==> src/hw/dacfc_pkg.sv <==
// Package of constants for the dual converter clock and format control.
// Contract
// - Strap ground or third: offset binary.
// - Strap two thirds or full: two's complement.
// - Stabilizer on only at middle levels.
// - One strap governs both channels alike; here the stabilizer serves channel A only.
// - Stabilizer on: sample on rising edge.
// - Stabilizer on: falling edge from loop; here the pin's falling edge is used until the loop locks.
// - Accept 40-60% duty, keep 50% inside; here 50% holds only once the loop locks.
// - Loop relocks in about hundred cycles.
// - Overrange flag high beyond conversion range.
// - Each channel: own 12-bit bus plus flag.
package dacfc_pkg;

  // ***************************************************************
  // Widths and strap levels
  // ***************************************************************
  localparam int DATA_W = 12;
  localparam int STRAP_W = 2;
  localparam int FIFO_DEPTH = 16;
  localparam int WORD_W = DATA_W + 1;

  typedef enum logic [1:0] {
    DACFC_STRAP_GND,
    DACFC_STRAP_THIRD,
    DACFC_STRAP_TWO_THIRDS,
    DACFC_STRAP_FULL
  } dacfc_strap_e;

  // ***************************************************************
  // Duty and lock figures
  // ***************************************************************
  localparam int DUTY_MIN_PCT = 40;
  localparam int DUTY_MAX_PCT = 60;
  localparam int RELOCK_CYCLES = 100;
  localparam int CNT_W = 16;
  localparam logic [CNT_W-1:0] CNT_ZERO = 16'h0000;
  localparam logic [CNT_W-1:0] CNT_ONE = 16'h0001;
  localparam logic [CNT_W-1:0] CNT_MAX = 16'hFFFF;
  // Sample clock period of this many system cycles or longer counts as stopped.
  localparam logic [CNT_W-1:0] STOP_CYCLES = 16'h0100;
  localparam logic [6:0] RELOCK_CNT = 7'h64;
  localparam logic [DATA_W-1:0] MSB_FLIP = 12'h800;

endpackage

==> src/hw/dacfc_fifo.sv <==
// Parameterised valid/ready FIFO for result words.
`timescale 1ns/1ps
module dacfc_fifo #(
  parameter int WIDTH = 13,
  parameter int DEPTH = 16
) (
  input wire logic clk, // system clock
  input wire logic rst_n, // synchronised reset, active low
  input wire logic in_valid, // write request
  output logic in_ready, // space available
  input wire logic [WIDTH-1:0] in_data, // write word
  output logic out_valid, // word available
  input wire logic out_ready, // reader takes word
  output logic [WIDTH-1:0] out_data // head word
);
  localparam int AW = $clog2(DEPTH);
  logic [WIDTH-1:0] mem [DEPTH];
  logic [AW-1:0] wr_ptr;
  logic [AW-1:0] rd_ptr;
  logic [AW:0] count;
  logic push;
  logic pop;

  assign in_ready = (count != DEPTH[AW:0]);
  assign out_valid = (count != '0);
  assign out_data = mem[rd_ptr];
  assign push = in_valid && in_ready;
  assign pop = out_valid && out_ready;

  always_ff @(posedge clk) begin
    if (push) begin
      mem[wr_ptr] <= in_data;
    end
  end

  always_ff @(posedge clk or negedge rst_n) begin
    if (!rst_n) begin
      wr_ptr <= '0;
      rd_ptr <= '0;
      count <= '0;
    end else begin
      if (push) begin
        wr_ptr <= wr_ptr + 1'b1;
      end
      if (pop) begin
        rd_ptr <= rd_ptr + 1'b1;
      end
      if (push && !pop) begin
        count <= count + 1'b1;
      end else if (pop && !push) begin
        count <= count - 1'b1;
      end
    end
  end
endmodule

==> src/hw/dacfc_top.sv <==
// Strap decode and output formatting for both channels, clock stabilizer tracking for channel A.
`timescale 1ns/1ps
module dacfc_top (
  input wire logic clk, // system clock, 100 MHz
  input wire logic rstn, // asynchronous reset, active low
  input wire logic [1:0] mode_strap, // four-level mode strap, quantised
  input wire logic channel_a_sample_clock, // channel A sample clock pin
  input wire logic channel_b_sample_clock, // channel B sample clock pin
  input wire logic [11:0] code_a, // channel A raw offset-binary code
  input wire logic [11:0] code_b, // channel B raw offset-binary code
  input wire logic over_a, // channel A input beyond range
  input wire logic over_b, // channel B input beyond range
  output logic [11:0] bus_a, // channel A result, bus_a[11] is bus_a_top_bit
  output logic overrange_flag_a, // channel A overrange flag
  output logic [11:0] bus_b, // channel B result
  output logic overrange_flag_b, // channel B overrange flag
  output logic result_valid, // result pair presented
  input wire logic result_ready, // downstream takes the pair
  output logic twos_complement, // format in force for both channels
  output logic stabilizer_on, // stabilizer state, applied to channel A only
  output logic loop_locked, // stabilizer loop locked
  output logic internal_clock // internal clock, channel A; 50% only when the stabilizer is on and the loop locked
);
  localparam int DW = dacfc_pkg::DATA_W;
  localparam int WW = 2 * dacfc_pkg::WORD_W;

  // ***************************************************************
  // Reset release
  // ***************************************************************
  // The reset pin is asserted at once but released through two flops.
  // Every register below uses the released copy, so no register sees
  // a release edge that lands too close to the clock edge.
  // The pin itself never reaches any logic except these two flops.
  logic rst_meta;
  logic rst_n;

  always_ff @(posedge clk or negedge rstn) begin
    if (!rstn) begin
      rst_meta <= 1'b0;
      rst_n <= 1'b0;
    end else begin
      rst_meta <= 1'b1;
      rst_n <= rst_meta;
    end
  end

  // ***************************************************************
  // Pin synchronisers
  // ***************************************************************
  // The strap and both sample clocks are not tied to the system clock.
  // Each passes two flops before any logic reads it.
  // A third flop on the clocks keeps the previous level for edge detection.
  // The previous level resets low, which is the idle level of a stopped
  // clock, so no false rising edge follows reset.
  logic [1:0] strap_meta;
  logic [1:0] strap_sync;
  logic [1:0] clk_meta;
  logic [1:0] clk_sync;
  logic [1:0] clk_prev;

  always_ff @(posedge clk or negedge rst_n) begin
    if (!rst_n) begin
      strap_meta <= 2'h0;
      strap_sync <= 2'h0;
      clk_meta <= 2'h0;
      clk_sync <= 2'h0;
      clk_prev <= 2'h0;
    end else begin
      strap_meta <= mode_strap;
      strap_sync <= strap_meta;
      clk_meta <= {channel_b_sample_clock, channel_a_sample_clock};
      clk_sync <= clk_meta;
      clk_prev <= clk_sync;
    end
  end

  // ***************************************************************
  // Strap decode shared by both channels
  // ***************************************************************
  dacfc_pkg::dacfc_strap_e strap;
  logic next_twos;
  logic next_stab;

  always_comb begin
    strap = dacfc_pkg::dacfc_strap_e'(strap_sync);
    case (strap)
      dacfc_pkg::DACFC_STRAP_GND: begin
        next_twos = 1'b0;
        next_stab = 1'b0;
      end
      dacfc_pkg::DACFC_STRAP_THIRD: begin
        next_twos = 1'b0;
        next_stab = 1'b1;
      end
      dacfc_pkg::DACFC_STRAP_TWO_THIRDS: begin
        next_twos = 1'b1;
        next_stab = 1'b1;
      end
      dacfc_pkg::DACFC_STRAP_FULL: begin
        next_twos = 1'b1;
        next_stab = 1'b0;
      end
      default: begin
        next_twos = 1'b0;
        next_stab = 1'b0;
      end
    endcase
  end

  // One flop pair holds the settings; the format flop drives both channels so both are formatted alike at any one edge.
  always_ff @(posedge clk or negedge rst_n) begin
    if (!rst_n) begin
      twos_complement <= 1'b0;
      stabilizer_on <= 1'b0;
    end else begin
      twos_complement <= next_twos;
      stabilizer_on <= next_stab;
    end
  end

  // ***************************************************************
  // Per-channel edge detection and formatting
  // ***************************************************************
  // Both channels run through the same logic here, one copy per channel.
  // The single format flop feeds every copy, so both channels are formatted
  // alike at any one edge; a pair spanning a format change can mix formats.
  // Two's complement is the offset-binary code with its top bit inverted.
  // Midscale therefore maps to zero.
  logic rise_a;
  logic rise_b;
  logic [1:0] rise;
  logic [DW-1:0] raw_code [2];
  logic [DW-1:0] fmt_code [2];
  logic [DW-1:0] fmt_a;
  logic [DW-1:0] fmt_b;

  assign raw_code[0] = code_a;
  assign raw_code[1] = code_b;

  for (genvar ch = 0; ch < 2; ch++) begin : g_chan
    assign rise[ch] = clk_sync[ch] && !clk_prev[ch];
    assign fmt_code[ch] = twos_complement ?
      (raw_code[ch] ^ dacfc_pkg::MSB_FLIP) : raw_code[ch];
  end

  assign rise_a = rise[0];
  assign rise_b = rise[1];
  assign fmt_a = fmt_code[0];
  assign fmt_b = fmt_code[1];

  // ***************************************************************
  // Channel A stabilizer: period measurement and lock
  // ***************************************************************
  logic fall_a;
  logic [dacfc_pkg::CNT_W-1:0] period_cnt;
  logic [dacfc_pkg::CNT_W-1:0] period;
  logic [dacfc_pkg::CNT_W-1:0] phase_cnt;
  logic [6:0] lock_cnt;
  logic stopped;

  // The period counter saturates rather than wraps.
  // A wrap would make a stopped clock look like a running one and would
  // let the loop keep a lock that it no longer has.
  // A clock counts as stopped once no rising edge has come for a long time.
  assign fall_a = !clk_sync[0] && clk_prev[0];
  assign stopped = (period_cnt >= dacfc_pkg::STOP_CYCLES);

  always_ff @(posedge clk or negedge rst_n) begin
    if (!rst_n) begin
      period_cnt <= dacfc_pkg::CNT_ZERO;
      period <= dacfc_pkg::CNT_ZERO;
    end else if (rise_a) begin
      period_cnt <= dacfc_pkg::CNT_ONE;
      period <= period_cnt;
    end else if (period_cnt != dacfc_pkg::CNT_MAX) begin
      period_cnt <= period_cnt + dacfc_pkg::CNT_ONE;
    end
  end

  // A stopped clock drops lock; rising edges are counted up to relock.
  // Turning the stabilizer off clears the count as well.
  // Lock therefore always needs the full count of edges after a restart.
  always_ff @(posedge clk or negedge rst_n) begin
    if (!rst_n) begin
      lock_cnt <= 7'h00;
      loop_locked <= 1'b0;
    end else if (!stabilizer_on || stopped) begin
      lock_cnt <= 7'h00;
      loop_locked <= 1'b0;
    end else if (rise_a && !loop_locked) begin
      if (lock_cnt == dacfc_pkg::RELOCK_CNT - 7'h01) begin
        loop_locked <= 1'b1;
      end
      lock_cnt <= lock_cnt + 7'h01;
    end
  end

  // ***************************************************************
  // Internal clock: rising edge follows pin, falling edge regenerated once the loop locks
  // ***************************************************************
  // Until the loop is locked the pin's own falling edge is used.
  // This keeps the internal clock usable while the loop relocks.
  // The regenerated fall uses the last measured period, rounded down.
  // The internal clock follows channel A only.
  always_ff @(posedge clk or negedge rst_n) begin
    if (!rst_n) begin
      phase_cnt <= dacfc_pkg::CNT_ZERO;
      internal_clock <= 1'b0;
    end else if (rise_a) begin
      phase_cnt <= dacfc_pkg::CNT_ONE;
      internal_clock <= 1'b1;
    end else begin
      phase_cnt <= phase_cnt + dacfc_pkg::CNT_ONE;
      if (stabilizer_on && loop_locked) begin
        // Pin falling edge ignored; fall at half the measured period.
        if (phase_cnt >= (period >> 1)) begin
          internal_clock <= 1'b0;
        end
      end else if (fall_a) begin
        internal_clock <= 1'b0;
      end
    end
  end

  // ***************************************************************
  // Sample capture and formatting
  // ***************************************************************
  logic take_a;
  logic take_b;
  logic have_a;
  logic [DW-1:0] hold_a;
  logic hold_ov_a;
  logic fifo_in_ready;
  logic fifo_valid;
  logic [WW-1:0] fifo_word;
  logic [WW-1:0] in_word;

  // Both channels sample on the rising edge of their own clock.
  assign take_a = rise_a;
  assign take_b = rise_b;
  // Channel A is held until channel B's next edge completes the pair.
  // A newer channel A sample overwrites an older one that was never paired.
  // The format in force at capture time is the one stored with the sample.
  // A channel B edge with no held channel A sample is ignored.
  assign in_word = {over_b, fmt_b, hold_ov_a, hold_a};

  always_ff @(posedge clk or negedge rst_n) begin
    if (!rst_n) begin
      have_a <= 1'b0;
      hold_a <= 12'h000;
      hold_ov_a <= 1'b0;
    end else begin
      if (take_a) begin
        hold_a <= fmt_a;
        hold_ov_a <= over_a;
        have_a <= 1'b1;
      end else if (take_b && fifo_in_ready) begin
        have_a <= 1'b0;
      end
    end
  end

  // Pair is queued at channel B's edge; a full FIFO drops channel B's sample and channel A stays held.
  dacfc_fifo #(
    .WIDTH(WW),
    .DEPTH(dacfc_pkg::FIFO_DEPTH)
  ) u_fifo (
    .clk(clk),
    .rst_n(rst_n),
    .in_valid(take_b && have_a),
    .in_ready(fifo_in_ready),
    .in_data(in_word),
    .out_valid(fifo_valid),
    .out_ready(!result_valid || result_ready),
    .out_data(fifo_word)
  );

  // ***************************************************************
  // Output register
  // ***************************************************************
  // The pair stands on the outputs until downstream takes it.
  // A new pair is loaded only when the output is empty or being taken.
  // All outputs come straight from flops.
  always_ff @(posedge clk or negedge rst_n) begin
    if (!rst_n) begin
      result_valid <= 1'b0;
      bus_a <= 12'h000;
      bus_b <= 12'h000;
      overrange_flag_a <= 1'b0;
      overrange_flag_b <= 1'b0;
    end else if (!result_valid || result_ready) begin
      result_valid <= fifo_valid;
      if (fifo_valid) begin
        bus_a <= fifo_word[DW-1:0];
        overrange_flag_a <= fifo_word[DW];
        bus_b <= fifo_word[WW-2:DW+1];
        overrange_flag_b <= fifo_word[WW-1];
      end
    end
  end
endmodule

==> config.mk <==
export PLATFORM = sky130hd
export DESIGN_NAME = dacfc_top
export DESIGN_NICKNAME = d
export VERILOG_FILES = /design/src/hw/dacfc_pkg.sv /design/src/hw/dacfc_fifo.sv /design/src/hw/dacfc_top.sv
export SDC_FILE = /design/constraint.sdc
export NUM_CORES = 1
export LEC_CHECK = 0
export BUFFER_PORTS_ARGS = -buffer_cell sky130_fd_sc_hd__buf_4
export CORE_UTILIZATION = 60
export DETAILED_ROUTE_END_ITERATION = 6
export GPL_TIMING_DRIVEN = 0
export PLACE_DENSITY_LB_ADDON = 0.1
export SYNTH_ARGS = -nofsm -noshare
export SYNTH_HDL_FRONTEND = slang
export SYNTH_HIERARCHICAL = 1
export SYNTH_SLANG_ARGS = --single-unit
==> constraint.sdc <==
create_clock -name clk -period 4.9 [get_ports clk]
set_input_delay 0.735 -clock clk [delete_from_list [all_inputs] [get_ports clk]]
set_output_delay 0.735 -clock clk [all_outputs]
set_load 0.03 [all_outputs]
==> reports/results.txt <==
The run finished with clean final reports. Slack of the worst reg-to-reg path: 1.76 ns. The flop and latch count out of synthesis is 540. CTS built an H-tree with a depth of 2. Prior to clock tree synthesis, the placed netlist has a worst setup slack of 1.80 ns. Dividing the detail-routed via count by the number of cells gives 6.16.

Of all cell types, the one taking the most synthesized area is sky130_fd_sc_hd__edfxtp_1. Counting flops with a built-in enable in the synthesized netlist gives 416. By area the synthesized netlist is led by sky130_fd_sc_hd__edfxtp_1 58%, sky130_fd_sc_hd__dfrtp_1 14%, sky130_fd_sc_hd__mux2i_1 4.9%, sky130_fd_sc_hd__mux4_2 4.6%, sky130_fd_sc_hd__mux2_2 2.1%.

The tree is rooted in a sky130_fd_sc_hd__clkbuf_16. TritonCTS built the clock tree. Dominant synthesized flop cell: sky130_fd_sc_hd__edfxtp_1.

The final layout contains routed wiring with a total length of 46600 microns. The number of cells on the worst reg-to-reg path is 10. VDD sags by at most 0.000384 V. The worst clock skew is 0.0235 ns, and the overall via count from detail_route is 11700. Routability-driven placement finished with a final weighted congestion of 0.791. The number of library cell types mapped by synthesis is 59.

Kind of launch point of the worst setup path: a flip-flop. Entering global routing, the biggest net connects 60 pins. The beginning of the critical path was u_fifo/count[1]. The most critical setup path has its endpoint at u_fifo/count[4]. The filler cells instantiated in the layout total 2344. The top cell type's share of synthesized area came out at 0.576. Traced cell by cell, the critical path runs through nor4_2 -> nand2b_1 -> nand2_1 -> ha_1 -> inv_1 -> fa_1 -> a21o_1 -> a21oi_1 -> mux2i_1 -> xnor2_1. The ratio of cells with drive above 1 in the final layout was 0.214; the number of antenna violations at the first check in global routing was 0. The area of the mapped netlist came out at 21700 sq um.

Global routing finished with a remaining overflow of 0. Remaining max-slew budget at the tightest pin: 0.219. The number of clock buffers inserted by TritonCTS is 53. The post-synth net total is 1321, and the placeable core region is 35600 sq um. In this run the critical register-to-register path is launched from u_fifo/count[1]. For this design the ratio of total power to cell area is 542 nW/um^2. In this run the deepest clock path goes through 3 buffers.

Post-synthesis cell count: 1256. The die is 192 microns wide. The setup path with the least slack is of type flip-flop to flip-flop.

For the via count of the first global-routing pass, the log shows 11700. The run gives 0 as the count of unresolved DRC violations after routing. Setup repair after global routing left no endpoint under its margin. Setup slack closes at 1.76 ns.

The die is 192 microns tall. The worst setup path is captured at a flip-flop. In this run the core area contains 69 standard-cell rows. Mean instance size in the synthesized netlist: 17.3 sq um. The number of failing hold endpoints at the final stage is 0, and the number of diodes added for antenna fixing is 0. The number of DRC markers after the initial detailed-route iteration is 909, and the minimum period implied by the final worst setup slack is 3.14 ns.

For this run, the slowest stage of the critical path takes 0.45 ns. The detail route stage leaves a number of antenna-violating nets equal to 0. Data arrives at the worst endpoint at 3.65 ns.

The actual transition at the worst max-transition pin works out to 1.17 ns. For the worst-skew pair, the clock arrives at the later sink with an insertion delay of 0.59 ns. The count of final setup violators came out at 0. The async set-or-reset flop fraction in the synthesized netlist was 0.230; the number of nets at the end of the flow was 1458. The tightest hold path in the finished design has a slack of 0.260 ns. Relative to the synthesized area, the layout overhead comes to 14.6%. Data on the critical path is required at its endpoint by 5.41 ns. The clock drives 540 sinks. The worst-path cell with the longest stage delay is sky130_fd_sc_hd__nor4_2. Timing would allow up to 318 MHz. In the final timing run, aggregate negative setup slack is 0 ns. The static power due to leakage was 9.02 nW. The die covers 36900 sq um.

The initial cell density of the core is 0.609, and the register area share after synthesis is 0.719. For this design the top-level I/O count stands at 64. In this run, post-CTS repair resized a total of 0 instances. The Yosys step of the flow raised 6 warnings. For this run, the detailed router's first-pass iteration total came to 5. The maximum net fanout on the critical path came out at 5.

The max-cap check violation count came out at 0. The tools report the total routing resource utilization after global routing as 0.264. After clock tree synthesis, the clock-pin slew on the worst setup and hold paths is 0.06 ns. Number of pins exceeding their max-slew limit in the final report: 0. Buffers placed on the I/O ports in this run total 63. The average wire per cell in the routed design works out to 24.5 microns. In this run the critical register-to-register path is captured at u_fifo/count[4]. In this run the worst hold path is classified as primary input to flip-flop. The global-route wire length before repair is 70600 microns, and the post-route clock period utilization is 0.642. The run gives 29700 microns as the half-perimeter wire length after placement.
## cells in the mapped netlist (2+ instances only)
cell type and number:
sky130_fd_sc_hd__nand4_1 10, sky130_fd_sc_hd__mux4_2 44, sky130_fd_sc_hd__buf_4 6, sky130_fd_sc_hd__a221oi_2 4, sky130_fd_sc_hd__inv_1 27, sky130_fd_sc_hd__a21o_1 3, sky130_fd_sc_hd__mux2_2 41, sky130_fd_sc_hd__nand2b_1 8
sky130_fd_sc_hd__buf_6 9, sky130_fd_sc_hd__nand3_1 17, sky130_fd_sc_hd__nor2b_1 4, sky130_fd_sc_hd__nor3_1 11, sky130_fd_sc_hd__mux4_1 8, sky130_fd_sc_hd__buf_8 3, sky130_fd_sc_hd__edfxtp_1 416, sky130_fd_sc_hd__and3_1 3
sky130_fd_sc_hd__a221oi_1 48, sky130_fd_sc_hd__nor2_1 55, sky130_fd_sc_hd__buf_2 18, sky130_fd_sc_hd__mux2i_1 107, sky130_fd_sc_hd__nand4b_1 3, sky130_fd_sc_hd__nand2_1 67, sky130_fd_sc_hd__nor4_1 2, sky130_fd_sc_hd__a22oi_1 26
sky130_fd_sc_hd__a211oi_1 4, sky130_fd_sc_hd__o21ai_0 39, sky130_fd_sc_hd__nor4b_2 2, sky130_fd_sc_hd__xor2_1 16, sky130_fd_sc_hd__clkbuf_1 24, sky130_fd_sc_hd__xnor2_1 27, sky130_fd_sc_hd__ha_1 31, sky130_fd_sc_hd__dfrtp_1 124
sky130_fd_sc_hd__a21oi_1 14, sky130_fd_sc_hd__o21ai_1 7, sky130_fd_sc_hd__and4_1 4
## stage by stage
| stage | power (mW) | utilization | std cells | area, sq um |
|---|---|---|---|---|
| floorplan | 8.35 | - | 1256 | 21700 |
| global placement | 9.46 | 0.639 | 1780 | 22700 |
| detailed placement | 9.62 | 0.651 | 1798 | 23100 |
| CTS | 13.5 | 0.699 | 1898 | 24800 |
| global route | 14.1 | 0.699 | 1898 | 24800 |
| finish | 13.5 | 0.699 | 1898 | 24800 |
## cells in the final DEF (no fill, tap or decap), types with 39 or more instances in the layout
master / synthesis / routed
sky130_fd_sc_hd__nand2_1: 67 / 67
sky130_fd_sc_hd__dfrtp_1: 124 / 123
sky130_fd_sc_hd__mux2_2: 41 / 41
sky130_fd_sc_hd__o21ai_0: 39 / 39
sky130_fd_sc_hd__mux4_2: 44 / 44
sky130_fd_sc_hd__nor2_1: 55 / 43
sky130_fd_sc_hd__mux2i_1: 107 / 107
sky130_fd_sc_hd__clkbuf_16: 0 / 55
sky130_fd_sc_hd__buf_4: 6 / 70
sky130_fd_sc_hd__edfxtp_1: 416 / 416
sky130_fd_sc_hd__clkbuf_1: 24 / 39
sky130_fd_sc_hd__a221oi_1: 48 / 48
## cell families (layout without fill, tap and decap cells)
group	count (synthesis)	after routing	share of synthesized area
buffers and inverters	89	270	0.0222
XOR/XNOR	43	43	0.0174
multiplexers	201	201	0.127
adder cells (fa/ha/maj)	32	32	0.0188
other	1	1	0.000173
flip-flops	540	540	0.719
AO/OA/AOI/OAI	150	150	0.0498
AND/OR/NAND/NOR	200	200	0.0457
## routing by layer
layer | vias up | global-route usage | routed length [microns]
met5 | - | 0 | 0
met4 | 0 | 0.0715 | 910
met3 | 63 | 0.0413 | 2880
met2 | 372 | 0.426 | 22800
met1 | 6081 | 0.379 | 20000
li1 | 5180 | - | -
## final cells by class
| type | instances | area (sq um) | share of cell area |
|---|---|---|---|
| multi-input combinational | 627 | 5710 | 0.230 |
| timing repair buffer | 82 | 787 | 0.0317 |
| sequential | 540 | 15600 | 0.628 |
| clock buffer | 75 | 1500 | 0.0604 |
| clock inverter | 24 | 191 | 0.00770 |
| buffer | 61 | 375 | 0.0151 |
| tap | 461 | 577 | 0.0232 |
| inverter | 28 | 105 | 0.00423 |
## worst min path at each step
| stage | depth (start not counted) | endpoint | startpoint | slack, ns |
|---|---|---|---|---|
| after global placement | 0 | strap[0] | strap_meta[0] | 0.34 |
| after CTS | 1 | strap_meta[1] | mode_strap[1] | 0.22 |
| after detailed placement | 0 | strap_meta[0] | rst_n | 0.29 |
| final | 1 | clk_meta[1] | channel_b_sample_clock | 0.26 |
| after floorplan | 0 | clk_sync[0] | clk_meta[0] | 0.33 |
| after global routing | 1 | strap_meta[1] | mode_strap[1] | 0.23 |
## critical path: cells and delay by family (launching register included)
| kind | cells | cell delay, ns |
|---|---|---|
| DFF | 1 | 0.44 |
| adders and majority gates | 2 | 0.66 |
| xor gates and xnor gates | 1 | 0.13 |
| AOI/OAI and AO/OA | 2 | 0.38 |
| buffers and inverters | 1 | 0.12 |
| muxes | 1 | 0.23 |
| and+or+nand+nor | 3 | 1.10 |
## sequential cells by signal, summed over array words and instances (netlist names), 7 cells and up
signal	flops
hold_a	12
lock_cnt	7
period	15
phase_cnt	16
period_cnt	16
bus_b	12
u_fifo/mem	416
bus_a	12
## where the power goes
| part | switching, mW | internal [mW] | total (mW) | leakage, nW |
|---|---|---|---|---|
| registers | 0.259 | 5.35 | 5.61 | 5.29 |
| logic | 2.28 | 1.65 | 3.93 | 2.90 |
| clock network | 1.64 | 2.29 | 3.93 | 0.828 |
## timing repair
action	4_1_cts	5_1_grt
endpoints found under the hold margin	2	0
setup buffers	0	0
hold buffers	1	0
Note: power is estimated with default switching activity, not from simulation.
